## src/logic/serial_unit_params.svh

```systemverilog
/*
  Constants for the asynchronous serial unit: register map, field
  positions, reset values and baud generator figures.
  Assumes inclusion by the package and the modules by bare name.
*/
`ifndef SERIAL_UNIT_PARAMS_SVH
`define SERIAL_UNIT_PARAMS_SVH

// register offsets
`define ADDR_MODE     3'h0
`define ADDR_BAUD     3'h1
`define ADDR_CONTROL  3'h2
`define ADDR_TXBUF    3'h3
`define ADDR_STATUS   3'h4
`define ADDR_RXBUF    3'h5

// frame_mode_reg fields
`define MODE_SYNC     7
`define MODE_SEVEN    6
`define MODE_PAR_EN   5
`define MODE_PAR_ODD  4
`define MODE_TWO_STOP 3
`define MODE_PRE_LO   0
`define MODE_RESET    8'h00

// serial_control_reg fields
`define CTL_TXIE      7
`define CTL_RXIE      6
`define CTL_TXON      5
`define CTL_RXON      4
`define CTL_TDIE      2
`define CTL_CKSEL1    1
`define CTL_CKSEL0    0
`define CTL_RESET     8'h00

// line_status fields
`define ST_TXE        7
`define ST_RXF        6
`define ST_OVR        5
`define ST_FRM        4
`define ST_PAR        3
`define ST_TXD        2
`define ST_RESET      8'h84

`define BAUD_RESET    8'hFF
`define BASE_DIV      64
`define OVERSAMPLE    16
`define MID_TICK      4'h7
`define LAST_TICK     4'hF
`endif

```

## src/logic/serial_unit_pkg.sv

```systemverilog
/*
  Types shared by the serial unit modules.
  Assumes the constants header is on the include path.
*/
`include "serial_unit_params.svh"
package serial_unit_pkg;
  typedef struct packed {
    logic       sevenBit;
    logic       parityOn;
    logic       parityOdd;
    logic       twoStop;
  } frame_fmt_t;

  typedef struct packed {
    logic [7:0] data;
    logic       parityErr;
    logic       frameErr;
  } rx_result_t;
endpackage

```

## src/logic/async_serial_transceiver.sv

```systemverilog
/*
  Asynchronous serial transceiver: registers, transmitter, clocking
  and receive flag handling. Receive shifter and baud generator are
  instantiated. Assumes a single-cycle register port master.
*/
`timescale 1ns/10ps
`default_nettype none
`include "serial_unit_params.svh"
module async_serial_transceiver (
  // clock and reset
  input  wire logic       clk_sys,
  input  wire logic       reset,
  // register port
  input  wire logic [2:0] regAddr,
  input  wire logic [7:0] regWrData,
  input  wire logic       regWr,
  input  wire logic       regRd,
  output logic      [7:0] regRdData,
  // serial lines
  input  wire logic       rxLine,
  output logic            txLine,
  input  wire logic       serialClkIn,
  output logic            serialClkOut,
  output logic            serialClkOe,
  // interrupt requests
  output logic            txEmptyIrq,
  output logic            txDoneIrq,
  output logic            rxFullIrq,
  output logic            rxErrorIrq
);
  typedef enum logic [1:0] {
    T_IDLE  = 2'b00,
    T_START = 2'b01,
    T_DATA  = 2'b10,
    T_STOP  = 2'b11
  } tstate_t;

  typedef struct packed {
    logic [7:0] mode;
    logic [7:0] baud;
    logic [7:0] ctl;
    logic [7:0] txBuf;
    logic [7:0] rxBuf;
    logic       txEmpty;
    logic       txDone;
    logic       rxFull;
    logic       ovr;
    logic       frm;
    logic       par;
    tstate_t    tfsm;
    logic [3:0] tsub;
    logic [3:0] tbit;
    logic [7:0] txShift;
    logic       tpar;
    logic       txLine;
    logic       sclk;
    logic       extPrev;
    logic       extTick;
    logic [7:0] rdData;
    logic       txEmptyIrq;
    logic       txDoneIrq;
    logic       rxFullIrq;
    logic       rxErrorIrq;
  } state_t;
  state_t st, next_st;

  // two-stage synchronisers for pins
  logic [1:0] rxSync;
  logic [1:0] ckSync;
  always_ff @(posedge clk_sys) begin
    if (reset) begin
      rxSync <= 2'b11;
      ckSync <= 2'b00;
    end else begin
      rxSync <= {rxSync[0], rxLine};
      ckSync <= {ckSync[0], serialClkIn};
    end
  end

  logic       intTick;
  logic       tick;
  logic       extClk;
  logic       rxDone;
  logic [7:0] lineStatus;
  logic [3:0] dataBits;
  logic       anyErr;
  serial_unit_pkg::frame_fmt_t fmt;
  serial_unit_pkg::rx_result_t rxRes;

  baud_tick_gen #(
    .CNT_W    (18)
  ) u_baud (
    .clk_sys  (clk_sys),
    .reset    (reset),
    .prescale (st.mode[`MODE_PRE_LO +: 2]),
    .divisor  (st.baud),
    .tick     (intTick)
  );

  // receiver runs beside the transmitter with its own buffer
  serial_rx_core u_rx (
    .clk_sys  (clk_sys),
    .reset    (reset),
    .tick     (tick),
    .enable   (st.ctl[`CTL_RXON] & ~anyErr),
    .fmt      (fmt),
    .line     (rxSync[1]),
    .done     (rxDone),
    .result   (rxRes)
  );

  always_comb begin
    fmt.sevenBit  = st.mode[`MODE_SEVEN];
    fmt.parityOn  = st.mode[`MODE_PAR_EN];
    fmt.parityOdd = st.mode[`MODE_PAR_ODD];
    fmt.twoStop   = st.mode[`MODE_TWO_STOP];
    // external 16x clock when select bit 1 set in async mode
    // synchronous mode is not served, so divisor zero needs no guard
    extClk = st.ctl[`CTL_CKSEL1] & ~st.mode[`MODE_SYNC];
    tick = extClk ? st.extTick : intTick;
    anyErr = st.ovr | st.frm | st.par;
    dataBits = fmt.sevenBit ? 4'h7 : 4'h8;
    lineStatus = 8'h00;
    lineStatus[`ST_TXE] = st.txEmpty;
    lineStatus[`ST_RXF] = st.rxFull;
    lineStatus[`ST_OVR] = st.ovr;
    lineStatus[`ST_FRM] = st.frm;
    lineStatus[`ST_PAR] = st.par;
    lineStatus[`ST_TXD] = st.txDone;
  end

  always_comb begin
    next_st = st;
    next_st.extPrev = ckSync[1];
    next_st.extTick = ckSync[1] & ~st.extPrev;
    next_st.txEmptyIrq = 1'b0;
    next_st.rxErrorIrq = 1'b0;
    next_st.rxFullIrq = 1'b0;

    // register reads: data valid the cycle after the strobe
    next_st.rdData = 8'h00;
    if (regRd) begin
      unique case (regAddr)
        `ADDR_MODE:    next_st.rdData = st.mode;
        `ADDR_BAUD:    next_st.rdData = st.baud;
        `ADDR_CONTROL: next_st.rdData = st.ctl;
        `ADDR_TXBUF:   next_st.rdData = st.txBuf;
        `ADDR_STATUS:  next_st.rdData = lineStatus;
        `ADDR_RXBUF: begin
          next_st.rdData = st.rxBuf;
          next_st.rxFull = 1'b0;
        end
        default:       next_st.rdData = 8'h00;
      endcase
    end

    // register writes; status bits RXF, OVR, FRM and PAR clear by writing zero
    if (regWr) begin
      unique case (regAddr)
        `ADDR_MODE:    next_st.mode = regWrData;
        `ADDR_BAUD:    next_st.baud = regWrData;
        `ADDR_CONTROL: next_st.ctl = regWrData;
        `ADDR_TXBUF: begin
          next_st.txBuf = regWrData;
          next_st.txEmpty = 1'b0;
          next_st.txDone = 1'b0;
        end
        `ADDR_STATUS: begin
          if (!regWrData[`ST_RXF]) next_st.rxFull = 1'b0;
          if (!regWrData[`ST_OVR]) next_st.ovr = 1'b0;
          if (!regWrData[`ST_FRM]) next_st.frm = 1'b0;
          if (!regWrData[`ST_PAR]) next_st.par = 1'b0;
        end
        default: ;
      endcase
    end

    // rx_on off leaves flags and buffer untouched
    if (rxDone) begin
      if (st.rxFull) begin
        next_st.ovr = 1'b1;
        next_st.rxFull = 1'b1;
        next_st.rxErrorIrq = st.ctl[`CTL_RXIE];
      end else begin
        next_st.rxBuf = rxRes.data;
      end
      if (rxRes.parityErr) next_st.par = 1'b1;
      if (rxRes.frameErr) next_st.frm = 1'b1;
      if (!st.rxFull && (rxRes.parityErr || rxRes.frameErr)) begin
        next_st.rxFull = st.rxFull;
        next_st.rxErrorIrq = st.ctl[`CTL_RXIE];
      end else if (!st.rxFull) begin
        next_st.rxFull = 1'b1;
        next_st.rxFullIrq = st.ctl[`CTL_RXIE];
      end
    end

    // transmitter
    if (!next_st.ctl[`CTL_TXON]) begin
      next_st.txEmpty = 1'b1;
      next_st.tfsm = T_IDLE;
      next_st.txLine = 1'b1;
    end else if (tick) begin
      next_st.tsub = st.tsub + 4'h1;
      unique case (st.tfsm)
        T_IDLE: begin
          next_st.txLine = 1'b1;
          if (!st.txEmpty) begin
            next_st.txShift = st.txBuf;
            next_st.txEmpty = 1'b1;
            next_st.txEmptyIrq = st.ctl[`CTL_TXIE];
            next_st.tfsm = T_START;
            next_st.tsub = 4'h0;
            next_st.txLine = 1'b0;
          end
        end
        T_START: begin
          if (st.tsub == `LAST_TICK) begin
            next_st.tfsm = T_DATA;
            next_st.tbit = 4'h0;
            next_st.tpar = fmt.parityOdd;
            next_st.txLine = st.txShift[0];
          end
        end
        T_DATA: begin
          if (st.tsub == `LAST_TICK) begin
            next_st.tbit = st.tbit + 4'h1;
            if (st.tbit < dataBits) begin
              next_st.tpar = st.tpar ^ st.txShift[0];
              next_st.txShift = {1'b0, st.txShift[7:1]};
            end
            if (st.tbit + 4'h1 < dataBits) begin
              next_st.txLine = st.txShift[1];
            end else if (st.tbit + 4'h1 == dataBits && fmt.parityOn) begin
              next_st.txLine = st.tpar ^ st.txShift[0];
            end else begin
              next_st.tfsm = T_STOP;
              next_st.tbit = 4'h0;
              next_st.txLine = 1'b1;
              if (st.txEmpty) begin
                next_st.txDone = 1'b1;
              end
            end
          end
        end
        T_STOP: begin
          if (st.tsub == `LAST_TICK) begin
            if (fmt.twoStop && st.tbit == 4'h0) begin
              next_st.tbit = 4'h1;
            end else if (!st.txEmpty) begin
              next_st.txShift = st.txBuf;
              next_st.txEmpty = 1'b1;
              next_st.txEmptyIrq = st.ctl[`CTL_TXIE];
              next_st.txDone = 1'b0;
              next_st.tfsm = T_START;
              next_st.txLine = 1'b0;
            end else begin
              next_st.txDone = 1'b1;
              next_st.tfsm = T_IDLE;
            end
          end
        end
      endcase
    end
    // a write in this cycle still clears the flag just set
    if (regWr && regAddr == `ADDR_TXBUF && st.ctl[`CTL_TXON]) begin
      next_st.txEmpty = 1'b0;
    end
    next_st.txDoneIrq = st.ctl[`CTL_TDIE] & st.txDone;

    // bit-rate clock out, rising mid-bit
    next_st.sclk = (st.tsub >= 4'h8);
  end

  always_ff @(posedge clk_sys) begin
    if (reset) begin
      st <= '0;
      st.baud <= `BAUD_RESET;
      st.mode <= `MODE_RESET;
      st.ctl <= `CTL_RESET;
      st.txEmpty <= 1'b1;
      st.txDone <= 1'b1;
      st.txLine <= 1'b1;
      st.extPrev <= 1'b0;
    end else begin
      st <= next_st;
    end
  end

  assign regRdData = st.rdData;
  assign txLine = st.txLine;
  assign serialClkOut = st.sclk;
  assign txEmptyIrq = st.txEmptyIrq;
  assign txDoneIrq = st.txDoneIrq;
  assign rxFullIrq = st.rxFullIrq;
  assign rxErrorIrq = st.rxErrorIrq;
  // output only with internal clock and select0 set
  always_comb begin
    serialClkOe = st.ctl[`CTL_CKSEL0] & ~st.ctl[`CTL_CKSEL1];
  end
endmodule
`default_nettype wire

```

## src/logic/baud_tick_gen.sv

```systemverilog
/*
  Baud generator: one tick per 1/16 bit (4*4^n*(N+1) clocks).
  Assumes a free running system clock.
*/
`timescale 1ns/10ps
`default_nettype none
`include "serial_unit_params.svh"
module baud_tick_gen #(
  parameter int CNT_W = 18
) (
  // clock and reset
  input  wire logic       clk_sys,
  input  wire logic       reset,
  // setting
  input  wire logic [1:0] prescale,
  input  wire logic [7:0] divisor,
  // output
  output logic            tick
);
  initial begin
    if (CNT_W < 18) $error("baud counter too narrow");
  end

  typedef struct packed {
    logic [CNT_W-1:0] count;
    logic             tick;
  } state_t;
  state_t st, next_st;
  logic [CNT_W-1:0] limit;

  // 64*4^n*(N+1) per bit, /16 for oversample ticks
  always_comb begin
    limit = CNT_W'((`BASE_DIV / `OVERSAMPLE) * ({10'h0, divisor} + 18'h1)
            << (2 * prescale)) - CNT_W'(1);
    next_st = st;
    next_st.tick = 1'b0;
    if (st.count >= limit) begin
      next_st.count = '0;
      next_st.tick = 1'b1;
    end else begin
      next_st.count = st.count + CNT_W'(1);
    end
  end

  always_ff @(posedge clk_sys) begin
    if (reset) begin
      st <= '0;
    end else begin
      st <= next_st;
    end
  end
  assign tick = st.tick;
endmodule
`default_nettype wire

```

## src/logic/serial_rx_core.sv

```systemverilog
/*
  Receive shifter: 16x oversampled start detection and framing.
  Assumes line is already synchronised; tick is a one-cycle strobe.
*/
`timescale 1ns/10ps
`default_nettype none
`include "serial_unit_params.svh"
module serial_rx_core (
  // clock and reset
  input  wire logic                       clk_sys,
  input  wire logic                       reset,
  // control
  input  wire logic                       tick,
  input  wire logic                       enable,
  input  wire serial_unit_pkg::frame_fmt_t fmt,
  input  wire logic                       line,
  // result
  output logic                            done,
  output serial_unit_pkg::rx_result_t     result
);
  typedef enum logic [1:0] {
    IDLE  = 2'b00,
    START = 2'b01,
    DATA  = 2'b10,
    STOP  = 2'b11
  } rstate_t;
  typedef struct packed {
    rstate_t    fsm;
    logic [3:0] sub;
    logic [3:0] bitNo;
    logic [7:0] shift;
    logic       par;
    logic       done;
    serial_unit_pkg::rx_result_t res;
  } state_t;
  state_t st, next_st;
  logic [3:0] dataBits;

  always_comb begin
    dataBits = fmt.sevenBit ? 4'h7 : 4'h8;
    next_st = st;
    next_st.done = 1'b0;
    if (!enable) begin
      next_st.fsm = IDLE;
    end else if (tick) begin
      next_st.sub = st.sub + 4'h1;
      unique case (st.fsm)
        IDLE: begin
          if (!line) begin
            next_st.fsm = START;
            next_st.sub = 4'h0;
          end
        end
        START: begin
          if (st.sub == `MID_TICK) begin
            // glitch shorter than half a bit is ignored
            next_st.fsm = line ? IDLE : DATA;
            next_st.sub = 4'h0;
            next_st.bitNo = 4'h0;
            next_st.par = fmt.parityOdd;
          end
        end
        DATA: begin
          if (st.sub == `LAST_TICK) begin
            next_st.bitNo = st.bitNo + 4'h1;
            if (st.bitNo < dataBits) begin
              next_st.shift = {line, st.shift[7:1]};
            end
            next_st.par = st.par ^ line;
            if (st.bitNo == dataBits - 4'h1 + {3'h0, fmt.parityOn}) begin
              next_st.fsm = STOP;
            end
          end
        end
        STOP: begin
          if (st.sub == `LAST_TICK) begin
            next_st.fsm = IDLE;
            next_st.done = 1'b1;
            next_st.res.data = fmt.sevenBit ? {1'b0, st.shift[7:1]}
                                            : st.shift;
            next_st.res.parityErr = fmt.parityOn & st.par;
            next_st.res.frameErr = ~line;
          end
        end
      endcase
    end
  end

  always_ff @(posedge clk_sys) begin
    if (reset) begin
      st <= '0;
    end else begin
      st <= next_st;
    end
  end
  assign done = st.done;
  assign result = st.res;
endmodule
`default_nettype wire

```

## config.mk

```make
export PLATFORM = sky130hd
export DESIGN_NAME = async_serial_transceiver
export DESIGN_NICKNAME = d
export VERILOG_FILES = /design/src/logic/serial_unit_pkg.sv /design/src/logic/async_serial_transceiver.sv /design/src/logic/baud_tick_gen.sv /design/src/logic/serial_rx_core.sv
export VERILOG_INCLUDE_DIRS = /design/src /design/src/logic
export SDC_FILE = /design/constraint.sdc
export NUM_CORES = 1
export LEC_CHECK = 0
export ABC_AREA = 1
export BUFFER_PORTS_ARGS = -buffer_cell sky130_fd_sc_hd__buf_2
export CAP_MARGIN = 5
export CORE_UTILIZATION = 50
export CTS_CLUSTER_SIZE = 8
export DETAILED_ROUTE_END_ITERATION = 7
export PLACE_DENSITY = 0.67
export SLEW_MARGIN = 20
export SYNTH_ARGS = -nofsm -noshare
export SYNTH_HDL_FRONTEND = slang
export SYNTH_HIERARCHICAL = 1
export SYNTH_SLANG_ARGS = --single-unit
```

## constraint.sdc

```tcl
create_clock -name clk_sys -period 2.7 [get_ports clk_sys]
set_input_delay 0.54 -clock clk_sys [delete_from_list [all_inputs] [get_ports clk_sys]]
set_output_delay 0.54 -clock clk_sys [all_outputs]
set_load 0.02 [all_outputs]
```

==> run metrics, run 1 <==
Clk Latency, worst-skew pair 0.42 ns; die width 130 um; Slew HR 56.9%; vias per inst 5.17; Mapped Avg Cell Area 6.87 sq um; final wirelength 20,300 um; Async SR Flop Fraction 0%; CTS H-tree lvls 4; Initial DRC Count 694; ys flop type dfxtp_1; worst reg-to-reg setup slack -0.17 ns; Max Fclk 348 MHz; critical path class flip-flop to flip-flop; sequential-to-total area share from yosys stat 32.6%; via count 7,748; Tcrit/Tclk final 106%; total power 5.29 mW; PortBufs 31; Startpoint Class flip-flop; Max stage delay on crit path 0.36 ns; failing checks negative setup slack; Cells after Synth 1,199; final cell count without fillers 1,498; Worst Max-Slew Pin Slew 0.642 ns; crit path cell chain ha_4 > nand3_4 > clkinv_4 > nand2_4 > nand3_4 > nand2_1 > nand2_1 > nand2_2 > nor2_4 > nand3_4 > nor2_4 > nand4_1 > ha_1 > nand2_1 > inv_2 > o21ai_2 > nand2_2 > nor2_4 > buf_12 > nand4_2 > a21oi_1; TritonCTS clock tree built; vias in the first global route 7,003; status finished with violations; most frequent cells in the layout nand2_1 (291), inv_1 (135), dfxtp_1 (130); final setup fails 19; TritonCTS Buffers 17; RSZ-0062 raised after global routing yes; commonest non-fill, non-tap cell in the layout nand2_1; TritonRoute pass-1 iters 5; Layout Skew 0.00683 ns; critical path endpoint category flip-flop; ANT cells 0; Post-Synthesis Net Count 1,258; pin count of the biggest net entering global routing 32; first-pass GRT wire length 33,700 um; cell area after layout 0.00977 sq mm; data required time of the worst path 3.05 ns; worst vdd ir 474 uV; Initial Utilization 51.5%; post-layout net count 1,328; Worst Hold Class input port to flip-flop; Synth Warn # 6; chip height 130 um; EDFF count, synth 0; area grow syn2layout 18.6%; Crit-path slowest cell dfxtp_2; initial antenna violation count 0; per-cell routed wire length 13.6 um; CTS root buffer clkbuf_16; fraction of final layout cells sized beyond drive strength 1 21.1%; Critical Path Fanout Max 5; Hold-fix buffers, CTS 0; Worst-path clk slew 0.06 ns; Sink Count 134; core area 0.0160 sq mm; GPL Wtd Cong 0.877; maxcap violations 0; Seq cells post-synth 134; placed instance area 0.00875 sq mm; I/O pin total 32; synthesized area 0.00824 sq mm; Hold Violations, Final 0; GRT Total Usage 25.2%; DP HPWL 14,600 um; Final Max Slew Viols 0; residual overflow from global routing 0; Cells after DPL 1,448; Distinct cells, synth 47; Leakage 4.54 nW; DRC errors left 0; Rows 46; critical path arrival 3.22 ns; Setup WS post-layout -0.173 ns; Fill cells 1,481; Clock Path Buffers 2; die area 0.0170 sq mm; Pwr Density 541 mW/mm^2; Tmin final 2.87 ns; post-route ant nets 0
stage by stage:
step	TNS, ns	util, %	setup slack, ns	hold WS, ns
2_1_floorplan	0	-	0.0109	0.373
3_3_place_gp	-3.47	54.7	-0.210	0.388
3_5_place_dp	-4.02	54.7	-0.249	0.386
4_1_cts	-1.65	60.2	-0.137	0.295
5_1_grt	-6.49	61.0	-0.396	0.297
6_report	-2.40	61.0	-0.173	0.302
worst max-delay path, delay by kind of cell, from the launching register on:
family	cells	cell delay (ns)
simple gates	14	1.43
buf+inv	3	0.28
flops	1	0.36
compound gates	2	0.21
fa+ha+maj	2	0.51
what timing repair did:
action / CTS / global route
buffers inserted: 11 / 4
pin swaps: 24 / 19
setup endpoints to repair: 19 / 19
gates resized for setup: 41 / 16
gates cloned: 2 / 1
synth_stat cells (all sizes together), types with 7 or more instances:
| cell type | n | area (sq um) |
|---|---|---|
| buf | 30 | 228 |
| a21oi | 69 | 349 |
| nand2 | 331 | 1370 |
| xnor2 | 7 | 61.3 |
| a31oi | 7 | 43.8 |
| ha | 42 | 526 |
| inv | 154 | 581 |
| nand3 | 103 | 668 |
| nor2 | 147 | 647 |
| clkbuf | 16 | 80.1 |
| o21ai | 74 | 370 |
| dfxtp | 134 | 2680 |
| nor3 | 26 | 190 |
| nand4 | 19 | 146 |
| or2 | 7 | 43.8 |
per-layer routing:
metal	GRT usage (%)	vias to the layer above	part of all wire, %
met1	33.8	3520	46
met3	4.88	20	5.6
met4	5.95	0	1.2
met5	0	-	0
met2	41.7	207	47
li1	-	4001	-
where the power goes:
part           switching (mW)  internal (mW)  total [mW]
Combinational           0.482          0.335       0.817
Sequential             0.0220           2.00        2.03
Clock                   0.924           1.52        2.44
Total                    1.43           3.86        5.29
registers in the layout, indices dropped and copies added (netlist names), 2 cells and up, named ones only:
signal / cells
u_baud/st: 18
fmt: 4
u_rx/result: 10
lineStatus: 6
regRdData: 8
st: 57
u_rx/st: 18
rxSync: 2
ckSync: 2
area by class of cell:
class	count	area, sq um	share of cell area (%)
sequential	134	2690	27.5
tap	216	270	2.77
inverter	155	589	6.03
timing repair buffer	94	676	6.92
multi-input combinational	867	4920	50.4
clock inverter	12	166	1.70
clock buffer	20	457	4.68
final timing paths:
| kind | from | end | depth (start not counted) |
|---|---|---|---|
| max | st[65] | u_baud/st[8] | 21 |
| min | rxLine | rxSync[0] | 2 |
| max reg2reg | st[65] | u_baud/st[8] | 21 |
| min reg2reg | st[13] | st[12] | 1 |
logic make-up after synthesis:
group	synth area share (%)
AND/OR/NAND/NOR	38.2
flip-flops	32.6
AO/OA/AOI/OAI	10.6
adder cells (fa/ha/maj)	6.38
XOR/XNOR	1.38
buffers and inverters	10.8
No activity file was read; power rests on OpenSTA's default activity.
==> run 2, diff against run 1 <==
--- a/config.mk
+++ b/config.mk
@@ -13,6 +13,7 @@
 export CTS_CLUSTER_SIZE = 8
 export DETAILED_ROUTE_END_ITERATION = 7
 export PLACE_DENSITY = 0.67
+export SETUP_SLACK_MARGIN = 0.1
 export SLEW_MARGIN = 20
 export SYNTH_ARGS = -nofsm -noshare
 export SYNTH_HDL_FRONTEND = slang
==> run 2 against run 1 <==
Compared with the run above: the run still ends with negative setup slack left; worst setup slack better by 0.030 ns; sequential power about the same; clock power down 14%; sequential share of layout area up 0.16 points; utilization down 0.24 points; non-clock buffer count down 5; global-route usage about the same; critical path type unchanged; largest cell class unchanged.
==> run metrics, run 2 (same netlist as run 1, synthesis figures left out) <==
status finished with violations; failing checks negative setup slack; worst vdd ir 457 uV; TritonRoute pass-1 iters 5; worst-case reg-to-reg path depth 18; commonest non-fill, non-tap cell in the layout nand2_1; die area 0.0170 sq mm; Crit-path slowest cell dfxtp_4; reg2reg end u_baud/st[4]; Pwr Density 509 mW/mm^2; fraction of final layout cells sized beyond drive strength 1 21.5%; Clk Latency, worst-skew pair 0.42 ns; CP most frequent cell nand2_1; HP Start rxLine; Fill cells 1,528; post-route ant nets 0; Sink Count 134; Worst Max-Slew Pin Slew 0.672 ns; Max Fclk 352 MHz; data required time of the worst path 3.04 ns; CTS H-tree lvls 4; critical path endpoint category flip-flop; vias in the first global route 7,052; top flop regs st x57, u_baud/st x18, u_rx/st x18; Hold Violations, Final 0; Critical Path Fanout Max 5; GRT Total Usage 25.2%; first-pass GRT wire length 33,600 um; Final Max Slew Viols 0; post-layout net count 1,323; via count 7,746; Slew HR 55.1%; area grow syn2layout 18.1%; Leakage 4.48 nW; Hold-fix buffers, CTS 0; register area 0.00270 sq mm; critical path class flip-flop to flip-flop; TritonCTS clock tree built; most frequent cells in the layout nand2_1 (287), inv_1 (134), dfxtp_1 (130); DP Worst Slack -0.215 ns; vias per inst 5.19; delay-heaviest family, CP simple AND/OR/NAND/NOR gates; DP HPWL 14,400 um; Worst Hold Class input port to flip-flop; Tmin final 2.84 ns; Initial DRC Count 522; hold endpoint rxSync[0]; Startpoint Class flip-flop; Clock Path Buffers 2; RSZ-0062 raised after global routing yes; Max stage delay on crit path 0.36 ns; initial antenna violation count 0; residual overflow from global routing 0; Layout Skew 0.00931 ns; footprint of the multi-input gates 0.00502 sq mm; Rows 46; ANT cells 0; Worst Path Buf+Inv 2; worst reg-to-reg setup slack -0.14 ns; Tcrit/Tclk final 105%; setup tns final -1.80 ns; Initial Utilization 51.5%; core area 0.0160 sq mm; TritonCTS Buffers 17; Top reg by flops st; PortBufs 31; reg2reg start st[66]; crit path cell chain ha_4 > or2_4 > nand2_1 > nand2_1 > nand2_4 > nand2_4 > nor2_2 > nand3_1 > nand2_1 > nand2_1 > ha_1 > buf_4 > nand3_4 > nor2_4 > buf_4 > nand2_4 > nand4_4 > nor3b_2; Largest register FFs 57; final setup fails 19; Setup WS post-layout -0.143 ns; maxcap violations 0; chip height 130 um; CTS root buffer clkbuf_16; Worst path depth 18; Final Core Density 60.8%; I/O pin total 32; final wirelength 20,200 um; DRC errors left 0; pin count of the biggest net entering global routing 37; hold_ws 0.304 ns; GPL Wtd Cong 0.906; Worst-path clk slew 0.06 ns; total power 4.95 mW; critical path arrival 3.18 ns; hold depth 2; per-cell routed wire length 13.6 um; die width 130 um
-- run 2: power breakdown --
| part | leakage, nW | internal, mW | switching [mW] |
|---|---|---|---|
| clock network | 0.260 | 1.25 | 0.848 |
| logic | 3.13 | 0.335 | 0.493 |
| registers | 1.08 | 2.00 | 0.0229 |
-- run 2: area by class of cell --
class                      instances  share of cell area, %
clock buffer                      21                   4.53
clock inverter                    11                  0.875
inverter                         155                   6.06
multi-input combinational        867                   51.6
sequential                       134                   27.7
tap                              216                   2.78
timing repair buffer              89                   6.47
-- run 2: worst max-delay path by stage --
stage | from | end
global route | st[65] | u_baud/st[4]
detailed placement | st[68] | u_baud/st[4]
finish | st[66] | u_baud/st[4]
CTS | st[65] | u_baud/st[4]
global placement | st[68] | u_baud/st[13]
floorplan | st[65] | u_baud/st[14]
-- run 2: per-stage QoR --
step,instance area [sq um],instances
2_1_floorplan,8320,1199
3_3_place_gp,8810,1450
3_5_place_dp,8810,1450
4_1_cts,9500,1489
5_1_grt,9730,1493
6_report,9730,1493
-- run 2: worst register-to-register path, stage by stage, from the launching register on --
cell and delay (ns):
dfxtp_4 0.36, ha_4 0.25, or2_4 0.26, nand2_1 0.07, nand2_1 0.08, nand2_4 0.12, nand2_4 0.08, nor2_2 0.10
nand3_1 0.09, nand2_1 0.07, nand2_1 0.06, ha_1 0.29, buf_4 0.15, nand3_4 0.09, nor2_4 0.05, buf_4 0.13
nand2_4 0.13, nand4_4 0.20, nor3b_2 0.20
-- run 2: timing repair --
action                                  CTS  global route
pin swaps                                27            19
setup buffers                             5             3
gates resized for setup                  23            41
endpoints found under the setup margin   19            19
cloned                                    2             1
-- run 2: per-layer routing --
metal	global-route usage [%]	share of wire, %	vias to the layer above
li1	-	-	3988
met1	33.7	47	3500
met2	41.2	46	227
met3	4.43	5.2	31
met4	7.98	1.8	0
met5	0	0	-
